==> src/core/plss_pkg.sv <==
// Package: register map, fields, strap and timing constants for link supervision
// Behaviour
// - Default window: drop under 1/0.5 ms; the code uses it only with all criteria disabled, so linkDrop never rises
// - Fast link-down shortens window below 10 us; the code uses exactly 10 us (1000 cycles)
// - Enabled criterion in window drops link
// - Each criterion has its own enable
// - Energy-loss at 100M strap selectable
// - Fast link settings in config three
// - Downshift after N gigabit failures, default four
// - Enhanced: one failure, no C/D energy
// - Further fallback to 10M after 100M fails
// - Downshift enable by strap or register
// - 10/100 mirror: A to D, B to C
// - Gigabit mirror swaps all four pairs
// - Mirror enable by strap or config four
// - Interrupt sources via control and status
// - Four test modes set in config one
// - Test mode drives pattern and test clock
// - Straps latched at power-up or hard reset
// - Software reset reloads latched straps
// - Each strap pin yields two bits
// - Strap settings also settable by software
// - Energy detect uses thresholds with hysteresis
package plss_pkg;
    // Register addresses (5-bit management address space, except config four, which needs 6 bits)
    localparam logic [4:0] ADDR_CFG_ONE = 5'h09;
    localparam logic [4:0] ADDR_INT_EN = 5'h12;
    localparam logic [4:0] ADDR_INT_STAT = 5'h13;
    localparam logic [4:0] ADDR_CFG_THREE = 5'h1E;
    // Config four sits above 5 bits; keep 6-bit address
    localparam logic [5:0] ADDR_CFG_FOUR = 6'h31;
    localparam int ADDR_W = 6;

    // config_one fields
    localparam int CONFIG_ONE_TEST_LSB = 13;   // Test mode field [15:13]
    localparam int CONFIG_ONE_DS_EN = 8;       // Downshift enable
    localparam int CONFIG_ONE_DS_ENH = 9;      // Enhanced downshift
    localparam int CONFIG_ONE_DS_CNT_LSB = 10; // Attempt count [12:10]
    localparam logic [2:0] DS_CNT_RST = 3'h4;
    // config_three fields: fast link-down criterion enables
    localparam int CONFIG_THREE_FLD_LSB = 0;     // [4:0] sync,rxerr,mlt3,mse,energy
    localparam int CONFIG_THREE_FLD_ENERGY = 4;
    // config_four fields
    localparam int CONFIG_FOUR_MIRROR = 0;
    // Interrupt bits
    localparam int INT_LINK = 0;
    localparam int INT_SPEED = 1;
    localparam int INT_DOWNSHIFT = 2;
    localparam int INT_ENERGY = 3;
    localparam int INT_W = 4;

    // Timing at 100 MHz
    localparam int CLK_NS = 10;
    localparam int WIN100_NS = 1000000;
    localparam int WIN1000_NS = 500000;
    localparam int WINFAST_NS = 10000;
    localparam int WIN100_CYC = WIN100_NS / CLK_NS;
    localparam int WIN1000_CYC = WIN1000_NS / CLK_NS;
    localparam int WINFAST_CYC = WINFAST_NS / CLK_NS;
    localparam int WIN_W = 17;
    localparam int TCLK_DIV = 4;         // Test clock divide
    localparam logic [7:0] ENERGY_HI_RST = 8'h40;
    localparam logic [7:0] ENERGY_LO_RST = 8'h20;

    typedef enum logic [1:0] {SPD10, SPD100, SPD1000} plss_speed_t;

    // Two bits per strap pin
    typedef struct packed {
        logic [1:0] fldEnergy;  // bit0 used
        logic [1:0] speedOpt;   // bit0 used
        logic [1:0] mirror;     // bit0 used
    } plss_strap_t;

    typedef struct packed {
        logic descramblerLoss;
        logic rxError;
        logic mlt3Error;
        logic mseExceed;
        logic energyLoss;
    } plss_crit_t;

    // Four-level strap decoding: level 1..4 -> 00..11
    function automatic logic [1:0] plss_strap_bits(input logic [1:0] level);
        return level;
    endfunction : plss_strap_bits
endpackage : plss_pkg

==> src/core/plss_energy_det.sv <==
// Energy detector: IIR filter with hysteresis thresholds
`timescale 1ns/1ns
module plss_energy_det import plss_pkg::*; (
    // Clock and reset
    input wire logic clk,
    input wire logic rst,
    // Sample and thresholds
    input wire logic [7:0] energySample,
    input wire logic [7:0] thrHigh,
    input wire logic [7:0] thrLow,
    // Result
    output logic present
);
    typedef struct packed {
        logic [7:0] filt;
        logic pres;
    } plss_ed_t;
    plss_ed_t state_q, state_d;

    // Filter then compare with hysteresis
    always_comb begin
        state_d = state_q;
        state_d.filt = 8'(({2'h0, state_q.filt} * 10'h3 + {2'h0, energySample}) >> 2);
        if (state_q.filt >= thrHigh) begin
            state_d.pres = 1'b1;
        end else if (state_q.filt < thrLow) begin
            state_d.pres = 1'b0;
        end
    end

    always_ff @(posedge clk or posedge rst) begin
        if (rst) begin
            state_q <= '0;
        end else begin
            state_q <= state_d;
        end
    end
    assign present = state_q.pres;
endmodule : plss_energy_det

==> src/core/plss_mirror.sv <==
// Port mirror mapping of the four MDI pairs
`timescale 1ns/1ns
module plss_mirror import plss_pkg::*; (
    // Control
    input wire logic enable,
    input wire plss_speed_t speed,
    // Pairs A..D, index 0 is A
    input wire logic [3:0] pairIn,
    output logic [3:0] pairOut
);
    // Pair mapping per speed
    always_comb begin
        pairOut = pairIn;
        if (enable) begin
            if (speed == SPD1000) begin
                pairOut = {pairIn[0], pairIn[1], pairIn[2], pairIn[3]};
            end else begin
                pairOut = {pairIn[0], pairIn[1], 2'b00};
            end
        end
    end
endmodule : plss_mirror

==> src/core/plss_top.sv <==
// Link supervision, downshift, mirror, interrupt, test mode and strap latch
`timescale 1ns/1ns
module plss_top import plss_pkg::*; (
    // Clock and resets
    input wire logic clk,
    input wire logic rst,
    input wire logic softReset,
    // Strap pins, 4-level decoded to two bits
    input wire logic [1:0] strapFldEnergy,
    input wire logic [1:0] strapSpeedOpt,
    input wire logic [1:0] strapMirror,
    // Management register port
    input wire logic regWrite,
    input wire logic regRead,
    input wire logic [ADDR_W-1:0] regAddr,
    input wire logic [15:0] regWdata,
    output logic [15:0] regRdata,
    // Receive status
    input wire plss_crit_t rxCrit,
    input wire logic [7:0] energySample,
    input wire logic energyCD,
    input wire logic linkAttemptFail,
    input wire logic linkUp,
    // MDI pairs
    input wire logic [3:0] pairTx,
    output logic [3:0] mdiOut,
    // Status outputs
    output logic linkDrop,
    output plss_speed_t speed,
    output logic interruptOut,
    output logic testClkOut
);
    typedef struct packed {
        plss_strap_t straps;
        logic [15:0] cfgOne;
        logic [15:0] intEn;
        logic [INT_W-1:0] intStat;
        logic [15:0] cfgThree;
        logic [15:0] cfgFour;
        logic [15:0] rdata;
        logic [WIN_W-1:0] winCnt;
        logic critSeen;
        logic dropFlag;
        logic [2:0] failCnt;
        plss_speed_t spd;
        logic fail100;
        logic [1:0] tclkCnt;
        logic tclk;
        logic strapPending;
        logic loadPending;
        logic linkPrev;
    } plss_state_t;

    plss_state_t state_q, state_d;
    logic energyPresent;
    logic [4:0] critVec;
    logic [4:0] critEn;
    logic critHit;
    logic [WIN_W-1:0] winLen;
    logic downshiftEn;
    logic mirrorEn;
    logic [2:0] testMode;
    logic [3:0] patternOut;
    logic [INT_W-1:0] events;

    // Energy detector feeding the energy-loss criterion
    plss_energy_det uEnergy (
        .clk(clk),
        .rst(rst),
        .energySample(energySample),
        .thrHigh(ENERGY_HI_RST),
        .thrLow(ENERGY_LO_RST),
        .present(energyPresent)
    );

    // Field views of the configuration registers
    assign critEn = state_q.cfgThree[CONFIG_THREE_FLD_LSB +: 5];
    assign critVec = {!energyPresent | rxCrit.energyLoss, rxCrit.mseExceed,
                      rxCrit.mlt3Error, rxCrit.rxError, rxCrit.descramblerLoss};
    assign critHit = |(critVec & critEn);
    assign downshiftEn = state_q.cfgOne[CONFIG_ONE_DS_EN];
    assign mirrorEn = state_q.cfgFour[CONFIG_FOUR_MIRROR];
    assign testMode = state_q.cfgOne[CONFIG_ONE_TEST_LSB +: 3];

    // Window length by mode and speed
    always_comb begin
        if (|critEn) begin
            winLen = WIN_W'(WINFAST_CYC);
        end else if (state_q.spd == SPD1000) begin
            winLen = WIN_W'(WIN1000_CYC);
        end else begin
            winLen = WIN_W'(WIN100_CYC);
        end
    end

    // Test pattern replaces transmit data during test modes
    always_comb begin
        if (testMode != 3'h0 && testMode <= 3'h4) begin
            patternOut = {4{state_q.tclk}};
        end else begin
            patternOut = pairTx;
        end
    end

    plss_mirror uMirror (
        .enable(mirrorEn),
        .speed(state_q.spd),
        .pairIn(patternOut),
        .pairOut(mdiOut)
    );

    // Status-change events
    assign events[INT_LINK] = linkUp ^ state_q.linkPrev;
    assign events[INT_SPEED] = state_d.spd != state_q.spd;
    assign events[INT_DOWNSHIFT] = state_d.spd != state_q.spd && state_d.spd != SPD1000;
    assign events[INT_ENERGY] = state_d.dropFlag & !state_q.dropFlag;

    // Next-state logic
    always_comb begin
        state_d = state_q;
        state_d.linkPrev = linkUp;
        state_d.rdata = state_q.rdata;

        // Straps sampled at the first edge after hard reset, loaded at the second
        if (state_q.strapPending) begin
            state_d.strapPending = 1'b0;
            state_d.loadPending = 1'b1;
            state_d.straps.fldEnergy = plss_strap_bits(strapFldEnergy);
            state_d.straps.speedOpt = plss_strap_bits(strapSpeedOpt);
            state_d.straps.mirror = plss_strap_bits(strapMirror);
        end

        // Software reset reloads strap defaults, no resample
        if (softReset || state_q.loadPending) begin
            state_d.loadPending = 1'b0;
            state_d.cfgThree = '0;
            state_d.cfgThree[CONFIG_THREE_FLD_ENERGY] = state_q.straps.fldEnergy[0];
            state_d.cfgOne = '0;
            state_d.cfgOne[CONFIG_ONE_DS_CNT_LSB +: 3] = DS_CNT_RST;
            state_d.cfgOne[CONFIG_ONE_DS_EN] = state_q.straps.speedOpt[0];
            state_d.cfgFour = '0;
            state_d.cfgFour[CONFIG_FOUR_MIRROR] = state_q.straps.mirror[0];
            state_d.intEn = '0;
            state_d.intStat = '0;
            state_d.spd = SPD1000;
            state_d.failCnt = '0;
            state_d.fail100 = 1'b0;
        end else begin
            // Register writes override strap defaults
            if (regWrite) begin
                case (regAddr)
                    {1'b0, ADDR_CFG_ONE}: state_d.cfgOne = regWdata;
                    {1'b0, ADDR_INT_EN}: state_d.intEn = regWdata;
                    {1'b0, ADDR_CFG_THREE}: state_d.cfgThree = regWdata;
                    ADDR_CFG_FOUR: state_d.cfgFour = regWdata;
                    default: ;
                endcase
            end

            // Link-loss window: count, check criteria
            if (!linkUp) begin
                state_d.winCnt = '0;
                state_d.critSeen = 1'b0;
                state_d.dropFlag = 1'b0;
            end else if (state_q.winCnt >= winLen - 1'b1) begin
                state_d.winCnt = '0;
                state_d.dropFlag = state_q.critSeen | critHit;
                state_d.critSeen = 1'b0;
            end else begin
                state_d.winCnt = state_q.winCnt + 1'b1;
                state_d.critSeen = state_q.critSeen | critHit;
            end

            // Downshift on failed attempts
            if (linkUp) begin
                state_d.failCnt = '0;
                state_d.fail100 = 1'b0;
            end else if (linkAttemptFail && downshiftEn) begin
                if (state_q.spd == SPD1000) begin
                    if (state_q.cfgOne[CONFIG_ONE_DS_ENH] && !energyCD) begin
                        state_d.spd = SPD100;
                        state_d.failCnt = '0;
                    end else if (state_q.failCnt + 1'b1 >= state_q.cfgOne[CONFIG_ONE_DS_CNT_LSB +: 3]) begin
                        state_d.spd = SPD100;
                        state_d.failCnt = '0;
                    end else begin
                        state_d.failCnt = state_q.failCnt + 1'b1;
                    end
                end else if (state_q.spd == SPD100) begin
                    state_d.spd = SPD10;
                end
            end

            // Interrupt status: set wins over read clear
            if (regRead && regAddr == {1'b0, ADDR_INT_STAT}) begin
                state_d.intStat = events;
            end else begin
                state_d.intStat = state_q.intStat | events;
            end
        end

        // Read data register
        if (regRead) begin
            case (regAddr)
                {1'b0, ADDR_CFG_ONE}: state_d.rdata = state_q.cfgOne;
                {1'b0, ADDR_INT_EN}: state_d.rdata = state_q.intEn;
                {1'b0, ADDR_INT_STAT}: state_d.rdata = {12'h000, state_q.intStat};
                {1'b0, ADDR_CFG_THREE}: state_d.rdata = state_q.cfgThree;
                ADDR_CFG_FOUR: state_d.rdata = state_q.cfgFour;
                default: state_d.rdata = 16'h0000;
            endcase
        end

        // Test clock divider, synchronous to pattern
        if (state_q.tclkCnt == 2'(TCLK_DIV / 2 - 1)) begin
            state_d.tclkCnt = '0;
            state_d.tclk = !state_q.tclk;
        end else begin
            state_d.tclkCnt = state_q.tclkCnt + 1'b1;
        end
    end

    // State register; link edge detector starts at the idle-up level
    always_ff @(posedge clk or posedge rst) begin
        if (rst) begin
            state_q <= '0;
            state_q.strapPending <= 1'b1;
            state_q.linkPrev <= 1'b1;
            state_q.spd <= SPD1000;
        end else begin
            state_q <= state_d;
        end
    end

    // Outputs
    assign regRdata = state_q.rdata;
    assign linkDrop = state_q.dropFlag;
    assign speed = state_q.spd;
    assign interruptOut = |(state_q.intStat & state_q.intEn[INT_W-1:0]);
    assign testClkOut = (testMode != 3'h0) ? state_q.tclk : 1'b0;
endmodule : plss_top

==> config.mk <==
export PLATFORM = sky130hd
export DESIGN_NAME = plss_top
export DESIGN_NICKNAME = d
export VERILOG_FILES = /design/src/core/plss_pkg.sv /design/src/core/plss_energy_det.sv /design/src/core/plss_mirror.sv /design/src/core/plss_top.sv
export SDC_FILE = /design/constraint.sdc
export NUM_CORES = 1
export LEC_CHECK = 0
export BUFFER_PORTS_ARGS = -buffer_cell sky130_fd_sc_hd__buf_2
export CORE_UTILIZATION = 53
export DETAILED_ROUTE_END_ITERATION = 6
export PLACE_DENSITY_LB_ADDON = 0.08
export SETUP_SLACK_MARGIN = 0.4
export SLEW_MARGIN = 15
export SYNTH_ARGS = -nofsm -noshare
export SYNTH_HDL_FRONTEND = slang
export SYNTH_SLANG_ARGS = --single-unit
==> constraint.sdc <==
create_clock -name clk -period 3.55 [get_ports clk]
set_input_delay 0.1775 -clock clk [delete_from_list [all_inputs] [get_ports clk]]
set_output_delay 0.1775 -clock clk [all_outputs]
set_load 0.02 [all_outputs]
======== Word-level counts from Yosys, hierarchy flattened ========
Cells that the tools add are included.
operators by class
  mux-type cells .......................... 35
  reductions and logical operators ........ 28
  equal/unequal tests ..................... 10
  add/sub/neg operators ................... 5
  bitwise gates (word level) .............. 7
  multipliers ............................. 1
  $lt $le $gt $ge ......................... 5
operators with widths
  kind                                                                count
  case mux 16 bit (5 select lines)                                    1
  2-to-1 mux 68 bit                                                   1
  2-to-1 mux 16 bit                                                   4
  2-to-1 mux 32 bit                                                   2
  2-to-1 mux 17 bit                                                   2
  2-to-1 mux 19 bit                                                   1
  equality test 6 x 5 -> 1 bit (second input constant)                3
  2-to-1 mux 18 bit                                                   1
  adder 17 x 1 -> 17 bit (second input constant)                      1
  greater-or-equal comparator 17 bit                                  1
  subtractor 17 x 1 -> 17 bit (second input constant)                 1
  nonzero test 2 bit                                                  7
  2-to-1 mux 2 bit                                                    6
  2-to-1 mux 4 bit                                                    3
  adder 10 x 8 -> 10 bit                                              1
  multiplier 8 x 2 -> 10 bit (second input constant)                  1
  2-to-1 mux 5 bit                                                    2
  AND reduction 2 bit                                                 5
  OR reduction 5 bit                                                  2
  2-to-1 mux 3 bit                                                    3
  nonzero test 3 bit                                                  3
  greater-or-equal comparator 8 x 7 -> 1 bit (second input constant)  1
  less-than comparator 8 x 6 -> 1 bit (second input constant)         1
  2-to-1 mux 1 bit                                                    8
  other kinds (21)                                                    30
word-level totals
  output and inout bits ................... 25
  input bits .............................. 53
  logic and storage cells ................. 112
  bits in registers ....................... 126

======== Logic depth before layout (Yosys ltp) ========
Gate-level depths: netlist (run 1).
  depth in word-level cells ............... 13
  mapped depth ............................ 13
  depth with buffers taken out ............ 12

======== By module ========
A second synthesis (run 1) with hierarchy kept.
unflattened totals
  cells, all modules ...................... 783
  area, all modules ....................... 7118.1 um2
modules (own cells, without submodules)
  module           instances  seq. area each (um2)  cells each  area each (um2)
  plss_top         1          2931.6                657         5973.2
  plss_energy_det  1          225.2                 117         1088.5
  plss_mirror      1          0.0                   9           56.3

======== Worst setup path after synthesis (run 1) ========
OpenSTA, ideal clock, no wires.
  path kind ............................... reg-to-reg
  start ................................... register state_q, in the netlist critEn[3]
  end ..................................... register state_q[23] in the netlist's numbering
  clock period less this slack ............ 2.457 ns
  stages on the path, launching flop included .. 13
  arrival time ............................ 2.331 ns
  required time ........................... 3.424 ns
  buffers on the path ..................... 1
  path slack .............................. 1.093 ns
  setup time .............................. 0.126 ns
  path through ............................ dfrtp_1 -> nor3_1 -> nand2_1 -> inv_1 -> nand2_1 -> ha_1 -> nand3_1 -> o41ai_1 -> a31oi_1 -> o211a_1 -> buf_6 -> and3_1 -> a221o_1
on the way
  word-level cells in the longest chain between the ends .. 6
ends and longest elaborated chain
  item                                line             text
  start, declared                     plss_top.sv:54   plss_state_t state_q, state_d;
  start signal, assigned              plss_top.sv:231  state_q <= state_d;
  OR reduction 5 bit                  plss_top.sv:87   if (|critEn) begin
  2-to-1 mux 17 bit                   plss_top.sv:87
  subtractor 17 x 1 -> 17 bit         plss_top.sv:165  end else if (state_q.winCnt >= winLen - 1'b1) begin
  greater-or-equal comparator 17 bit  plss_top.sv:165
  2-to-1 mux 18 bit                   plss_top.sv:165
  2-to-1 mux 19 bit                   plss_top.sv:161  if (!linkUp) begin
No other way between the ends.
A chain may end at the register's enable or synchronous reset.

======== Worst setup path in the final report (run 1) ========
  start ................................... register state_q, in the netlist critEn[3]
  end ..................................... register state_q[30] in the netlist's numbering
The elaborated chain is that of the path after synthesis.

==> load_flow_metrics.sql, run 1 <==
INSERT INTO impl_metrics (metric_group, metric, value, unit) VALUES
('status', 'run_status', 'finished, final reports clean', ''),
('timing', 'finalHoldWorstSlack', '0.0132', 'ns'),
('floorplanning', 'floorplan.io_pins', '78', ''),
('power_and_ir_drop', 'pwr-share-seq', '36.2', '%'),
('timing', 'slew-limit-headroom', '22.2', '%'),
('synthesis', 'synth.largest_area_cell', 'sky130_fd_sc_hd__dfrtp_1', ''),
('power_and_ir_drop', 'power.switching', '1.34', 'mW'),
('setup_path', 'worstSetupPathType', 'flip-flop to flip-flop', ''),
('synthesis', 'synth.most_common_cell', 'sky130_fd_sc_hd__nand2_1', ''),
('setup_path', 'cp-startpoint', 'critEn[3]', ''),
('timing', 'setup_repair_after_global_routing_missed_its_margin', 'no', ''),
('flow_run', 'drv_cap', '0', ''),
('power_and_ir_drop', 'power.clock.fraction', '39.0', '%'),
('synthesis', 'yosys_warn_count', '0', ''),
('floorplanning', 'floorplan.initialDensity', '55.2', '%'),
('global_routing', 'grt_antenna_before_repair', '0', ''),
('drt', 'antenna_left', '0', ''),
('placement', 'placed_cell_area', '7120', 'µm²'),
('setup_path', 'crit_arrival', '3.29', 'ns'),
('power_and_ir_drop', 'power_density', '590', 'nW/µm²'),
('setup_path', 'type_of_origin_of_the_critical_path', 'flip-flop', ''),
('drt', 'wl_per_cell', '17.6', 'µm'),
('cells_and_area', 'fillerInstances', '1040', ''),
('synthesis', 'syn-instance-count', '728', ''),
('timing', 'drv_slew', '0', ''),
('placement', 'port_buffers', '74', ''),
('floorplanning', 'placementRows', '40', ''),
('synthesis', 'synth_edf_count', '0', ''),
('cells_and_area', 'stdcell_area', '7820', 'µm²'),
('cells_and_area', 'fin_nets', '878', ''),
('drt', 'via_count', '5604', ''),
('setup_path', 'critical_path.reg2reg.startpoint', 'critEn[3]', ''),
('clocking', 'numClockSinks', '126', ''),
('synthesis', 'synth-main-ff-cell', 'sky130_fd_sc_hd__dfrtp_1', ''),
('placement', 'dpl.hpwl', '11300', 'µm'),
('cells_and_area', 'drive_above_1_share', '17.4', '%'),
('timing', 'timing.clock.skew', '0.00851', 'ns'),
('clocking', 'insertion_delay', '0.42', 'ns'),
('power_and_ir_drop', 'leakagePower', '3.50', 'nW'),
('setup_path', 'crit_path_cell_trace', 'nor3_1 -> nand2_1 -> inv_1 -> nand2_1 -> inv_1 -> ha_1 -> a21oi_1 -> o41ai_1 -> a31oi_1 -> o211ai_1 -> buf_4 -> buf_4 -> or4_1 -> o21ai_0', ''),
('synthesis', 'synth-seq-area-share', '47.1', '%'),
('timing', 'worst_pin_slew', '1.17', 'ns'),
('global_routing', 'grt_remaining_overflow', '0', ''),
('synthesis', 'synth_area_leaders', 'sky130_fd_sc_hd__dfrtp_1, sky130_fd_sc_hd__nand2_1, sky130_fd_sc_hd__a21oi_1', ''),
('cells_and_area', 'area.growth.synth_to_final', '16.5', '%'),
('timing', 'report.final.setup_viol', '0', ''),
('cells_and_area', 'antenna_cells', '0', ''),
('power_and_ir_drop', 'internal_power', '3.27', 'mW'),
('drt', 'number_of_drc_violations_after_detailed_routing', '0', ''),
('cells_and_area', 'layoutNonFillerInstCount', '968', ''),
('synthesis', 'synthesis.area_per_instance', '9.22', 'µm²'),
('timing', 'setup_slack', '0.601', 'ns'),
('floorplanning', 'design.die.area', '13100', 'µm²'),
('timing', 'timing.final.crit_share', '83.1', '%'),
('synthesis', 'synthArstFlopShare', '100', '%'),
('power_and_ir_drop', 'total_power', '4.61', 'mW'),
('clocking', 'clock_tree.htree_level_count', '4', ''),
('drt', 'route.detailed.vias_per_inst', '5.79', ''),
('synthesis', 'netlist.area_leader.share', '45.9', '%'),
('timing', 'setup-tns-final', '0', 'ns'),
('placement', 'place_worst_setup_slack', '0.555', 'ns'),
('drt', 'first_drt_pass_iteration_count', '7', ''),
('setup_path', 'worst_path_max_delay_cell', 'sky130_fd_sc_hd__or4_1', ''),
('power_and_ir_drop', 'power.ir.vdd_worst', '0.664', 'mV'),
('synthesis', 'synth.lib_cells_used.distinct', '56', ''),
('timing', 'final_period_minus_worst_setup_slack', '2.95', 'ns'),
('global_routing', 'maximum_number_of_pins_on_one_net_before_global_route_repair', '59', ''),
('global_routing', 'globalRouteTotalUtil', '28.4', '%'),
('floorplanning', 'fp.dieH', '115', 'µm'),
('timing', 'report.final.hold_viol_count', '0', ''),
('hold_path', 'timing.hold.worst.start', 'strapSpeedOpt[0]', '');
==> final cells by class <==
type / instances / area, µm² / area share [%]
Tap cell: 168 / 210 / 2.69
Sequential cell: 126 / 3160 / 40.4
Timing Repair Buffer: 96 / 558 / 7.14
Inverter: 25 / 97.6 / 1.25
Clock buffer: 26 / 509 / 6.51
Clock inverter: 5 / 103 / 1.31
Multi-Input combinational cell: 522 / 3180 / 40.7
==> path summary, 6_finish.rpt <==
check	to	cells after the start	slack, ns
hold reg to reg	state_q[4]	1	0.44
hold / removal	state_q[117]	2	0.01
setup / recovery	state_q[30]	14	0.60
min in group asynchronous	regRdata[2]	3	0.47
max in group asynchronous	state_q[70]	4	2.16
setup reg to reg	state_q[30]	14	0.60
==> flip-flops by register name, indices dropped and copies added, names as in the netlist <==
register         cells
uEnergy.present      1
critEn               5
linkDrop             1
regRdata            16
speed                2
downshiftEn          1
uEnergy.state_q      8
state_q             91
mirrorEn             1
==> logic make-up after synthesis <==
family                   synth area share [%]
other                                  0.0559
XOR/XNOR                                 1.17
flip-flops                               47.1
adder cells (fa/ha/maj)                  7.80
multiplexers                             1.12
AO/OA/AOI/OAI                            18.1
buffers and inverters                    5.86
AND/OR/NAND/NOR                          18.8
==> power by group through the flow <==
stage / clock network (mW) / logic [mW] / registers [mW]
2_1_floorplan: 0 / 0.875 / 1.66
3_3_place_gp: 0 / 1.06 / 1.69
5_1_grt: 1.89 / 1.31 / 1.68
6_report: 1.80 / 1.14 / 1.67
4_1_cts: 1.82 / 1.15 / 1.67
3_5_place_dp: 0 / 1.14 / 1.69
==> layout by cell type (no fill, tap or decap), types with 3 or more instances in the layout <==
| cell | netlist | final |
|---|---|---|
| sky130_fd_sc_hd__a21o_1 | 6 | 6 |
| sky130_fd_sc_hd__a21o_2 | 3 | 3 |
| sky130_fd_sc_hd__a21oi_1 | 80 | 80 |
| sky130_fd_sc_hd__a222oi_1 | 5 | 5 |
| sky130_fd_sc_hd__a22o_1 | 9 | 9 |
| sky130_fd_sc_hd__a22oi_1 | 31 | 31 |
| sky130_fd_sc_hd__a31oi_1 | 20 | 20 |
| sky130_fd_sc_hd__and2_1 | 5 | 5 |
| sky130_fd_sc_hd__and3_1 | 6 | 6 |
| sky130_fd_sc_hd__buf_2 | 9 | 74 |
| sky130_fd_sc_hd__buf_4 | 18 | 17 |
| sky130_fd_sc_hd__bufinv_16 | 0 | 3 |
| sky130_fd_sc_hd__clkbuf_1 | 26 | 4 |
| sky130_fd_sc_hd__clkbuf_16 | 0 | 17 |
| sky130_fd_sc_hd__clkbuf_8 | 0 | 5 |
| sky130_fd_sc_hd__dfrtp_1 | 123 | 123 |
| sky130_fd_sc_hd__dfstp_2 | 3 | 3 |
| sky130_fd_sc_hd__dlygate4sd3_1 | 0 | 4 |
| sky130_fd_sc_hd__fa_1 | 8 | 8 |
| sky130_fd_sc_hd__ha_1 | 29 | 29 |
| sky130_fd_sc_hd__inv_1 | 25 | 24 |
| sky130_fd_sc_hd__mux2_2 | 4 | 4 |
| sky130_fd_sc_hd__mux2i_1 | 3 | 3 |
| sky130_fd_sc_hd__nand2_1 | 140 | 140 |
| sky130_fd_sc_hd__nand2b_1 | 5 | 5 |
| sky130_fd_sc_hd__nand3_1 | 30 | 30 |
| sky130_fd_sc_hd__nand4_1 | 4 | 4 |
| sky130_fd_sc_hd__nor2_1 | 45 | 45 |
| sky130_fd_sc_hd__nor2b_1 | 12 | 12 |
| sky130_fd_sc_hd__nor3_1 | 11 | 11 |
| sky130_fd_sc_hd__o21a_1 | 3 | 3 |
| sky130_fd_sc_hd__o21ai_0 | 20 | 20 |
| sky130_fd_sc_hd__xnor2_1 | 5 | 5 |
| sky130_fd_sc_hd__xor2_1 | 4 | 4 |
==> metal layers <==
layer	vias to the layer above	part of all wire, %	GRT usage (%)
met2	198	50	48.1
met5	-	0	0
li1	2653	-	-
met4	0	1.4	8.05
met3	26	6.4	6.14
met1	2727	42	36.8
==> worst max-delay path: cells and delay by family (launching register included) <==
family	cells	cell delay (ns)
fa+ha+maj	1	0.26
simple gates	4	0.88
buf+inv	4	0.57
compound gates	5	0.72
flops	1	0.42
==> timing repair <==
| item | 4_1_cts | 5_1_grt |
|---|---|---|
| resized for setup | 0 | 1 |
| setup endpoints to repair | 0 | 12 |
| endpoints found under the hold margin | 39 | 0 |
| hold buffers | 4 | 0 |
| setup buffers | 0 | 6 |
Note: power is estimated with default switching activity, not from simulation.
==> run 2, diff against run 1 <==
--- a/config.mk
+++ b/config.mk
@@ -6,7 +6,7 @@
 export NUM_CORES = 1
 export LEC_CHECK = 0
 export BUFFER_PORTS_ARGS = -buffer_cell sky130_fd_sc_hd__buf_2
-export CORE_UTILIZATION = 53
+export CORE_UTILIZATION = 55
 export DETAILED_ROUTE_END_ITERATION = 6
 export PLACE_DENSITY_LB_ADDON = 0.08
 export SETUP_SLACK_MARGIN = 0.4
==> constraint.sdc (replaced) <==
create_clock -name clk -period 3.1 [get_ports clk]
set_input_delay 0.155 -clock clk [delete_from_list [all_inputs] [get_ports clk]]
set_output_delay 0.155 -clock clk [all_outputs]
set_load 0.02 [all_outputs]
==> run 2 against run 1 <==
  * Core utilization up 5.2 points
  * Highest routed layer unchanged
  * Largest power group unchanged
  * Sequential share of layout area down 1.4 points
  * Critical path type unchanged
  * Wire length up 2.7%
  * Critical endpoint is now state_q[20]
==> load_flow_metrics.sql, run 2 (same netlist as run 1, synthesis figures left out) <==
INSERT INTO impl_metrics (metric_group, metric, value, unit) VALUES
('clocking', 'clock_tree.htree_level_count', '4', ''),
('placement', 'port_buffers', '74', ''),
('global_routing', 'grt_remaining_overflow', '0', ''),
('setup_path', 'path_max_fanout', '6', ''),
('flow_run', 'drv_cap', '0', ''),
('clocking', 'cts-buffers-inserted', '17', ''),
('setup_path', 'worstSetupPathType', 'flip-flop to flip-flop', ''),
('cells_and_area', 'final_cell_mix', 'sky130_fd_sc_hd__nand2_1, sky130_fd_sc_hd__dfrtp_1, sky130_fd_sc_hd__a21oi_1', ''),
('placement', 'placed_cells_incl_taps', '902', ''),
('floorplanning', 'die_w', '112', 'µm'),
('clocking', 'clock_root_cell', 'sky130_fd_sc_hd__clkbuf_16', ''),
('hold_path', 'worst_hold_path_type', 'input pin to flip-flop', ''),
('clocking', 'insertion_delay', '0.43', 'ns'),
('cells_and_area', 'fillerInstances', '901', ''),
('timing', 'timing.final.crit_share', '86.4', '%'),
('cells_and_area', 'fin_nets', '895', ''),
('setup_path', 'reg_to_reg_slack_setup', '0.42', 'ns'),
('timing', 'timing.clock.skew', '0.0153', 'ns'),
('setup_path', 'critical_path.reg2reg.startpoint', 'speed[1]', ''),
('global_routing', 'globalRouteTotalUtil', '29.4', '%'),
('power_and_ir_drop', 'power.ir.vdd_worst', '1.17', 'mV'),
('drt', 'via_count', '5768', ''),
('timing', 'slew-limit-headroom', '46.5', '%'),
('setup_path', 'critical_path_required', '3.41', 'ns'),
('status', 'run_status', 'finished, final reports clean', ''),
('floorplanning', 'floorplan.initialDensity', '57.5', '%'),
('cells_and_area', 'seq_area', '3160', 'µm²'),
('clocking', 'max-clock-path-buffers', '2', ''),
('drt', 'route.detailed.vias_per_inst', '6.01', ''),
('setup_path', 'end_of_the_worst_register_to_register_path', 'state_q[20]', ''),
('cells_and_area', 'area.growth.synth_to_final', '20.7', '%'),
('floorplanning', 'fp.dieH', '112', 'µm'),
('timing', 'report.final.hold_viol_count', '0', ''),
('placement', 'dpl.hpwl', '11100', 'µm'),
('drt', 'number_of_drc_violations_after_detailed_routing', '0', ''),
('timing', 'drv_slew', '0', ''),
('power_and_ir_drop', 'leakagePower', '3.63', 'nW'),
('timing', 'setup-tns-final', '0', 'ns'),
('cells_and_area', 'drive_above_1_share', '20.0', '%'),
('global_routing', 'grt_pass1_wl', '28700', 'µm'),
('drt', 'wl_per_cell', '18.2', 'µm'),
('setup_path', 'crit_arrival', '2.99', 'ns'),
('timing', 'setup_repair_after_global_routing_missed_its_margin', 'yes', ''),
('timing', 'achievable-frequency', '373', 'MHz'),
('cells_and_area', 'largest_register', 'state_q', ''),
('setup_path', 'cp-startpoint', 'speed[1]', ''),
('timing', 'final_period_minus_worst_setup_slack', '2.68', 'ns'),
('drt', 'antenna_left', '0', ''),
('timing', 'worst_pin_slew', '0.801', 'ns'),
('global_routing', 'grt_antenna_before_repair', '0', ''),
('cells_and_area', 'antenna_cells', '0', ''),
('clocking', 'cts_tree', 'done', ''),
('cells_and_area', 'layout.cells.most_common', 'sky130_fd_sc_hd__nand2_1', ''),
('power_and_ir_drop', 'power_density', '655', 'nW/µm²'),
('cells_and_area', 'flip_flop_count_of_the_largest_register_after_layout', '91', ''),
('setup_path', 'endpoint_kind', 'flip-flop', ''),
('setup_path', 'critical_path.endpoint', 'state_q[20]', ''),
('floorplanning', 'placementRows', '39', ''),
('setup_path', 'type_of_origin_of_the_critical_path', 'flip-flop', ''),
('drt', 'drt_wl_total', '17500', 'µm'),
('timing', 'report.final.setup_viol', '0', ''),
('cells_and_area', 'layoutNonFillerInstCount', '960', ''),
('global_routing', 'maximum_number_of_pins_on_one_net_before_global_route_repair', '127', ''),
('cells_and_area', 'multiInputGateArea', '3330', 'µm²'),
('clocking', 'numClockSinks', '126', ''),
('global_routing', 'first_global_vias', '5604', ''),
('floorplanning', 'design.die.area', '12600', 'µm²'),
('drt', 'initialDrtViolationCount', '494', ''),
('floorplanning', 'core-area', '11700', 'µm²'),
('clocking', 'path_clk_slew', '0.06', 'ns'),
('placement', 'globalplace.congestion', '0.844', ''),
('setup_path', 'r2r.worst_path.cells', '12', ''),
('drt', 'first_drt_pass_iteration_count', '6', ''),
('floorplanning', 'floorplan.io_pins', '78', '');
==> run 2: worst max-delay path: stages, from the launching register on <==
cell,delay [ns]
sky130_fd_sc_hd__dfstp_2,0.57
sky130_fd_sc_hd__nand2b_1,0.16
sky130_fd_sc_hd__nand2_4,0.13
sky130_fd_sc_hd__inv_4,0.05
sky130_fd_sc_hd__ha_4,0.30
sky130_fd_sc_hd__nand2_4,0.06
sky130_fd_sc_hd__o41ai_4,0.38
sky130_fd_sc_hd__a31oi_2,0.10
sky130_fd_sc_hd__o211ai_1,0.20
sky130_fd_sc_hd__buf_4,0.20
sky130_fd_sc_hd__buf_4,0.12
sky130_fd_sc_hd__o21ai_0,0.09
sky130_fd_sc_hd__a22o_1,0.21
==> run 2: final cells by class <==
| cell class | instances | share of cell area, % |
|---|---|---|
| clock inverter | 5 | 1.28 |
| sequential | 126 | 39.0 |
| timing repair buffer | 113 | 8.98 |
| tap | 143 | 2.21 |
| multi-input combinational | 522 | 41.1 |
| clock buffer | 26 | 6.16 |
| inverter | 25 | 1.27 |
==> run 2: per-stage QoR <==
| stage | utilization [%] | setup WS [ns] | hold WS (ns) | total power [mW] | area (µm²) |
|---|---|---|---|---|---|
| 3_5_place_dp | 60.7 | 0.210 | 0.336 | 3.22 | 7080 |
| 4_1_cts | 67.9 | 0.407 | 0.000571 | 5.30 | 7920 |
| 3_3_place_gp | 60.7 | 0.378 | 0.333 | 3.14 | 7080 |
| 2_1_floorplan | - | 0.643 | 0.159 | 2.91 | 6720 |
| 6_report | 69.4 | 0.421 | 0.00387 | 5.30 | 8100 |
| 5_1_grt | 69.4 | 0.307 | 0.0178 | 5.60 | 8100 |
==> run 2: worst min path at each step <==
| stage | cells past startpoint | startpoint | endpoint | slack [ns] |
|---|---|---|---|---|
| after detailed placement | 1 | linkUp | state_q[0] | 0.34 |
| after global placement | 1 | linkUp | state_q[0] | 0.33 |
| after floorplan | 0 | linkUp | state_q[0] | 0.16 |
| final | 3 | regWdata[13] | state_q[60] | 0.004 |
| after CTS | 3 | regWdata[13] | state_q[60] | 0.0006 |
| after global routing | 3 | regWdata[13] | state_q[112] | 0.02 |
==> run 2: layer usage <==
metal / track usage (%) / share of wire (%)
met5: 0 / 0
met4: 11.6 / 2.2
met3: 6.70 / 6.8
met2: 48.1 / 49
met1: 38.2 / 42
==> run 2: power by group <==
part | switching [mW] | total, mW | internal [mW]
Combinational | 0.724 | 1.34 | 0.619
Sequential | 0.128 | 1.91 | 1.78
Clock | 0.709 | 2.05 | 1.34
Total | 1.56 | 5.30 | 3.74
==> run 2: what timing repair did <==
| item | in CTS | in global routing |
|---|---|---|
| buffers inserted | 6 | 4 |
| gates resized for setup | 7 | 30 |
| hold endpoints to repair | 156 | 0 |
| pin swaps | 3 | 17 |
| hold buffers | 16 | 0 |
| setup endpoints to repair | 13 | 14 |
| cloned | 0 | 1 |
==> run 3, diff against run 2 <==
--- a/config.mk
+++ b/config.mk
@@ -9,8 +9,7 @@
 export CORE_UTILIZATION = 55
 export DETAILED_ROUTE_END_ITERATION = 6
 export PLACE_DENSITY_LB_ADDON = 0.08
-export SETUP_SLACK_MARGIN = 0.4
-export SLEW_MARGIN = 15
+export REMOVE_ABC_BUFFERS = 1
 export SYNTH_ARGS = -nofsm -noshare
 export SYNTH_HDL_FRONTEND = slang
 export SYNTH_SLANG_ARGS = --single-unit
==> run 3 against run 2 <==
  * The run now ends with DRC left
  * Cell count is 1.9% lower
  * Power is 3.8% lower
  * Hold slack better by 0.0053 ns
  * Core utilization is 3.2 points lower
  * Final area is 4.6% lower
  * Register-to-register slack worse by 0.20 ns
  * Sequential cell count stayed put
  * Combinational power is 4% lower
  * Non-clock buffer count is 19 lower
  * Worst setup slack worse by 0.20 ns
  * First-iteration DRC count is 6.1% higher
  * Wire length is 4.4% lower
==> load_flow_metrics.sql, run 3 (same netlist as run 1, synthesis figures left out) <==
INSERT INTO impl_metrics (metric_group, metric, value, unit) VALUES
('placement', 'port_buffers', '74', ''),
('global_routing', 'grt_antenna_before_repair', '0', ''),
('clocking', 'clock_root_cell', 'sky130_fd_sc_hd__clkbuf_16', ''),
('power_and_ir_drop', 'pwr-share-seq', '37.4', '%'),
('global_routing', 'grt_pass1_wl', '27400', 'µm'),
('setup_path', 'cpPeakStageDelay', '0.46', 'ns'),
('drt', 'number_of_drc_violations_after_detailed_routing', '3', ''),
('floorplanning', 'floorplan.io_pins', '78', ''),
('power_and_ir_drop', 'leakagePower', '3.48', 'nW'),
('drt', 'wl_per_cell', '17.7', 'µm'),
('floorplanning', 'fp.dieH', '112', 'µm'),
('setup_path', 'worstSetupPathType', 'flip-flop to flip-flop', ''),
('global_routing', 'maximum_number_of_pins_on_one_net_before_global_route_repair', '78', ''),
('cells_and_area', 'fillerInstances', '976', ''),
('power_and_ir_drop', 'power.switching_fraction', '29.6', '%'),
('placement', 'placed_cells_incl_taps', '904', ''),
('hold_path', 'worst_hold_path_type', 'input pin to flip-flop', ''),
('setup_path', 'path_max_fanout', '4', ''),
('timing', 'slew-limit-headroom', '40.1', '%'),
('timing', 'final_period_minus_worst_setup_slack', '2.88', 'ns'),
('power_and_ir_drop', 'power.switching', '1.51', 'mW'),
('power_and_ir_drop', 'power.ir.vdd_worst', '1.13', 'mV'),
('setup_path', 'crit_arrival', '3.21', 'ns'),
('floorplanning', 'design.die.area', '12600', 'µm²'),
('drt', 'antenna_left', '0', ''),
('timing', 'report.final.setup_viol', '0', ''),
('setup_path', 'reg_to_reg_slack_setup', '0.22', 'ns'),
('global_routing', 'first_global_vias', '5493', ''),
('cells_and_area', 'flip_flop_count_of_the_largest_register_after_layout', '91', ''),
('setup_path', 'crit_path_cell_trace', 'nor3_1 -> nand2_1 -> inv_1 -> nand2_1 -> inv_1 -> ha_1 -> a21oi_1 -> o41ai_1 -> a31oi_1 -> o211ai_1 -> buf_4 -> or4_1 -> o21ai_0', ''),
('drt', 'initialDrtViolationCount', '524', ''),
('cells_and_area', 'drive_above_1_share', '17.3', '%'),
('floorplanning', 'floorplan.initialDensity', '57.5', '%'),
('cells_and_area', 'fin_nets', '876', ''),
('power_and_ir_drop', 'power.clock.fraction', '37.5', '%'),
('setup_path', 'worst-path-buf-inv', '3', ''),
('setup_path', 'critical_path_required', '3.43', 'ns'),
('setup_path', 'cpLargestDelayFamily', 'simple AND/OR/NAND/NOR gates', ''),
('clocking', 'insertion_delay', '0.41', 'ns'),
('clocking', 'cts-buffers-inserted', '17', ''),
('global_routing', 'globalRouteTotalUtil', '28.1', '%'),
('clocking', 'numClockSinks', '126', ''),
('power_and_ir_drop', 'internal_power', '3.59', 'mW'),
('clocking', 'max-clock-path-buffers', '2', ''),
('floorplanning', 'placementRows', '39', ''),
('timing', 'report.final.hold_viol_count', '0', ''),
('cells_and_area', 'layoutNonFillerInstCount', '942', ''),
('drt', 'first_drt_pass_iteration_count', '7', ''),
('floorplanning', 'core-area', '11700', 'µm²'),
('setup_path', 'critical_path.reg2reg.startpoint', 'critEn[3]', ''),
('placement', 'globalplace.congestion', '0.840', ''),
('timing', 'achievable-frequency', '347', 'MHz'),
('clocking', 'cts_tree', 'done', ''),
('flow_run', 'drv_cap', '0', ''),
('timing', 'timing.clock.skew', '0.00552', 'ns'),
('drt', 'via_count', '5643', ''),
('timing', 'worst_pin_slew', '0.898', 'ns'),
('status', 'failed_checks', 'DRC', ''),
('cells_and_area', 'final_cell_mix', 'sky130_fd_sc_hd__nand2_1, sky130_fd_sc_hd__dfrtp_1, sky130_fd_sc_hd__a21oi_1', ''),
('power_and_ir_drop', 'power_frac_comb', '25.1', '%'),
('floorplanning', 'die_w', '112', 'µm'),
('drt', 'route.detailed.vias_per_inst', '5.99', ''),
('clocking', 'path_clk_slew', '0.05', 'ns'),
('setup_path', 'cp-startpoint', 'critEn[3]', ''),
('power_and_ir_drop', 'power_density', '660', 'nW/µm²'),
('cells_and_area', 'layout.cells.most_common', 'sky130_fd_sc_hd__nand2_1', ''),
('setup_path', 'worst_path_max_delay_cell', 'sky130_fd_sc_hd__or4_1', ''),
('timing', 'timing.final.crit_share', '92.9', '%'),
('drt', 'drt_wl_total', '16700', 'µm'),
('cells_and_area', 'largest_register', 'state_q', ''),
('hold_path', 'timing.hold.worst.start', 'regWdata[6]', ''),
('timing', 'setup_repair_after_global_routing_missed_its_margin', 'no', ''),
('clocking', 'post_cts.resized_instances', '0', ''),
('cells_and_area', 'antenna_cells', '0', ''),
('setup_path', 'endpoint_kind', 'flip-flop', ''),
('status', 'run_status', 'finished with violations', ''),
('placement', 'dpl.hpwl', '11100', 'µm'),
('cells_and_area', 'area.growth.synth_to_final', '15.2', '%'),
('cells_and_area', 'layout.core_utilization', '66.3', '%'),
('timing', 'drv_slew', '0', ''),
('setup_path', 'type_of_origin_of_the_critical_path', 'flip-flop', ''),
('clocking', 'clock_tree.htree_level_count', '4', ''),
('global_routing', 'grt_remaining_overflow', '0', '');
## run 3: worst register-to-register path, stage by stage, from the launching register on
cell	delay (ns)
sky130_fd_sc_hd__dfrtp_1	0.42
sky130_fd_sc_hd__nor3_1	0.21
sky130_fd_sc_hd__nand2_1	0.14
sky130_fd_sc_hd__inv_1	0.13
sky130_fd_sc_hd__nand2_1	0.12
sky130_fd_sc_hd__inv_1	0.10
sky130_fd_sc_hd__ha_1	0.26
sky130_fd_sc_hd__a21oi_1	0.16
sky130_fd_sc_hd__o41ai_1	0.09
sky130_fd_sc_hd__a31oi_1	0.25
sky130_fd_sc_hd__o211ai_1	0.19
sky130_fd_sc_hd__buf_4	0.18
sky130_fd_sc_hd__or4_1	0.46
sky130_fd_sc_hd__o21ai_0	0.09
## run 3: layout make-up
type                       instances  area, µm²  share of cell area [%]
sequential                       126       3160                    40.8
inverter                          25       96.3                    1.25
multi-input combinational        522       3180                    41.1
timing repair buffer              94        546                    7.06
tap                              143        179                    2.31
clock inverter                     6       55.1                   0.712
clock buffer                      26        519                    6.72
## run 3: power by group through the flow
stage,clock network [mW],logic (mW),registers [mW]
finish,1.91,1.28,1.91
detailed placement,0,1.27,1.94
global placement,0,1.21,1.93
floorplan,0,0.941,1.93
CTS,1.93,1.28,1.91
global route,1.99,1.44,1.93
## run 3: timing repair
item,in CTS,in global routing
endpoints found under the hold margin,53,0
setup endpoints to repair,0,2
setup buffers,0,1
hold buffers,5,0
## run 3: worst paths after layout
path	endpoint	cells after the start
worst max-delay path	state_q[30]	13
worst min register to register	state_q[4]	1
min in group asynchronous	regRdata[10]	3
max in group asynchronous	state_q[2]	4
worst min-delay path	state_q[105]	3
worst max register to register	state_q[30]	13
## run 3: per-layer routing
metal / share of wire, % / vias up / global-route usage [%]
li1: - / 2649 / -
met1: 43 / 2730 / 36.6
met2: 48 / 240 / 45.9
met3: 6.9 / 24 / 5.56
met4: 1.7 / 0 / 12.0
met5: 0 / - / 0
## run 3: per-stage QoR
| stage | setup TNS, ns | total power, mW | setup WS [ns] | hold slack (ns) | cell area [µm²] |
|---|---|---|---|---|---|
| after floorplan | -70.27 | 2.87 | -1.01 | 0.159 | 6410 |
| after global placement | 0 | 3.14 | 0.278 | 0.281 | 7100 |
| after detailed placement | 0 | 3.20 | 0.151 | 0.290 | 7100 |
| after CTS | 0 | 5.12 | 0.110 | 0.00412 | 7720 |
| after global routing | 0 | 5.36 | 0.0353 | 0.0121 | 7730 |
| final | 0 | 5.10 | 0.219 | 0.00919 | 7730 |
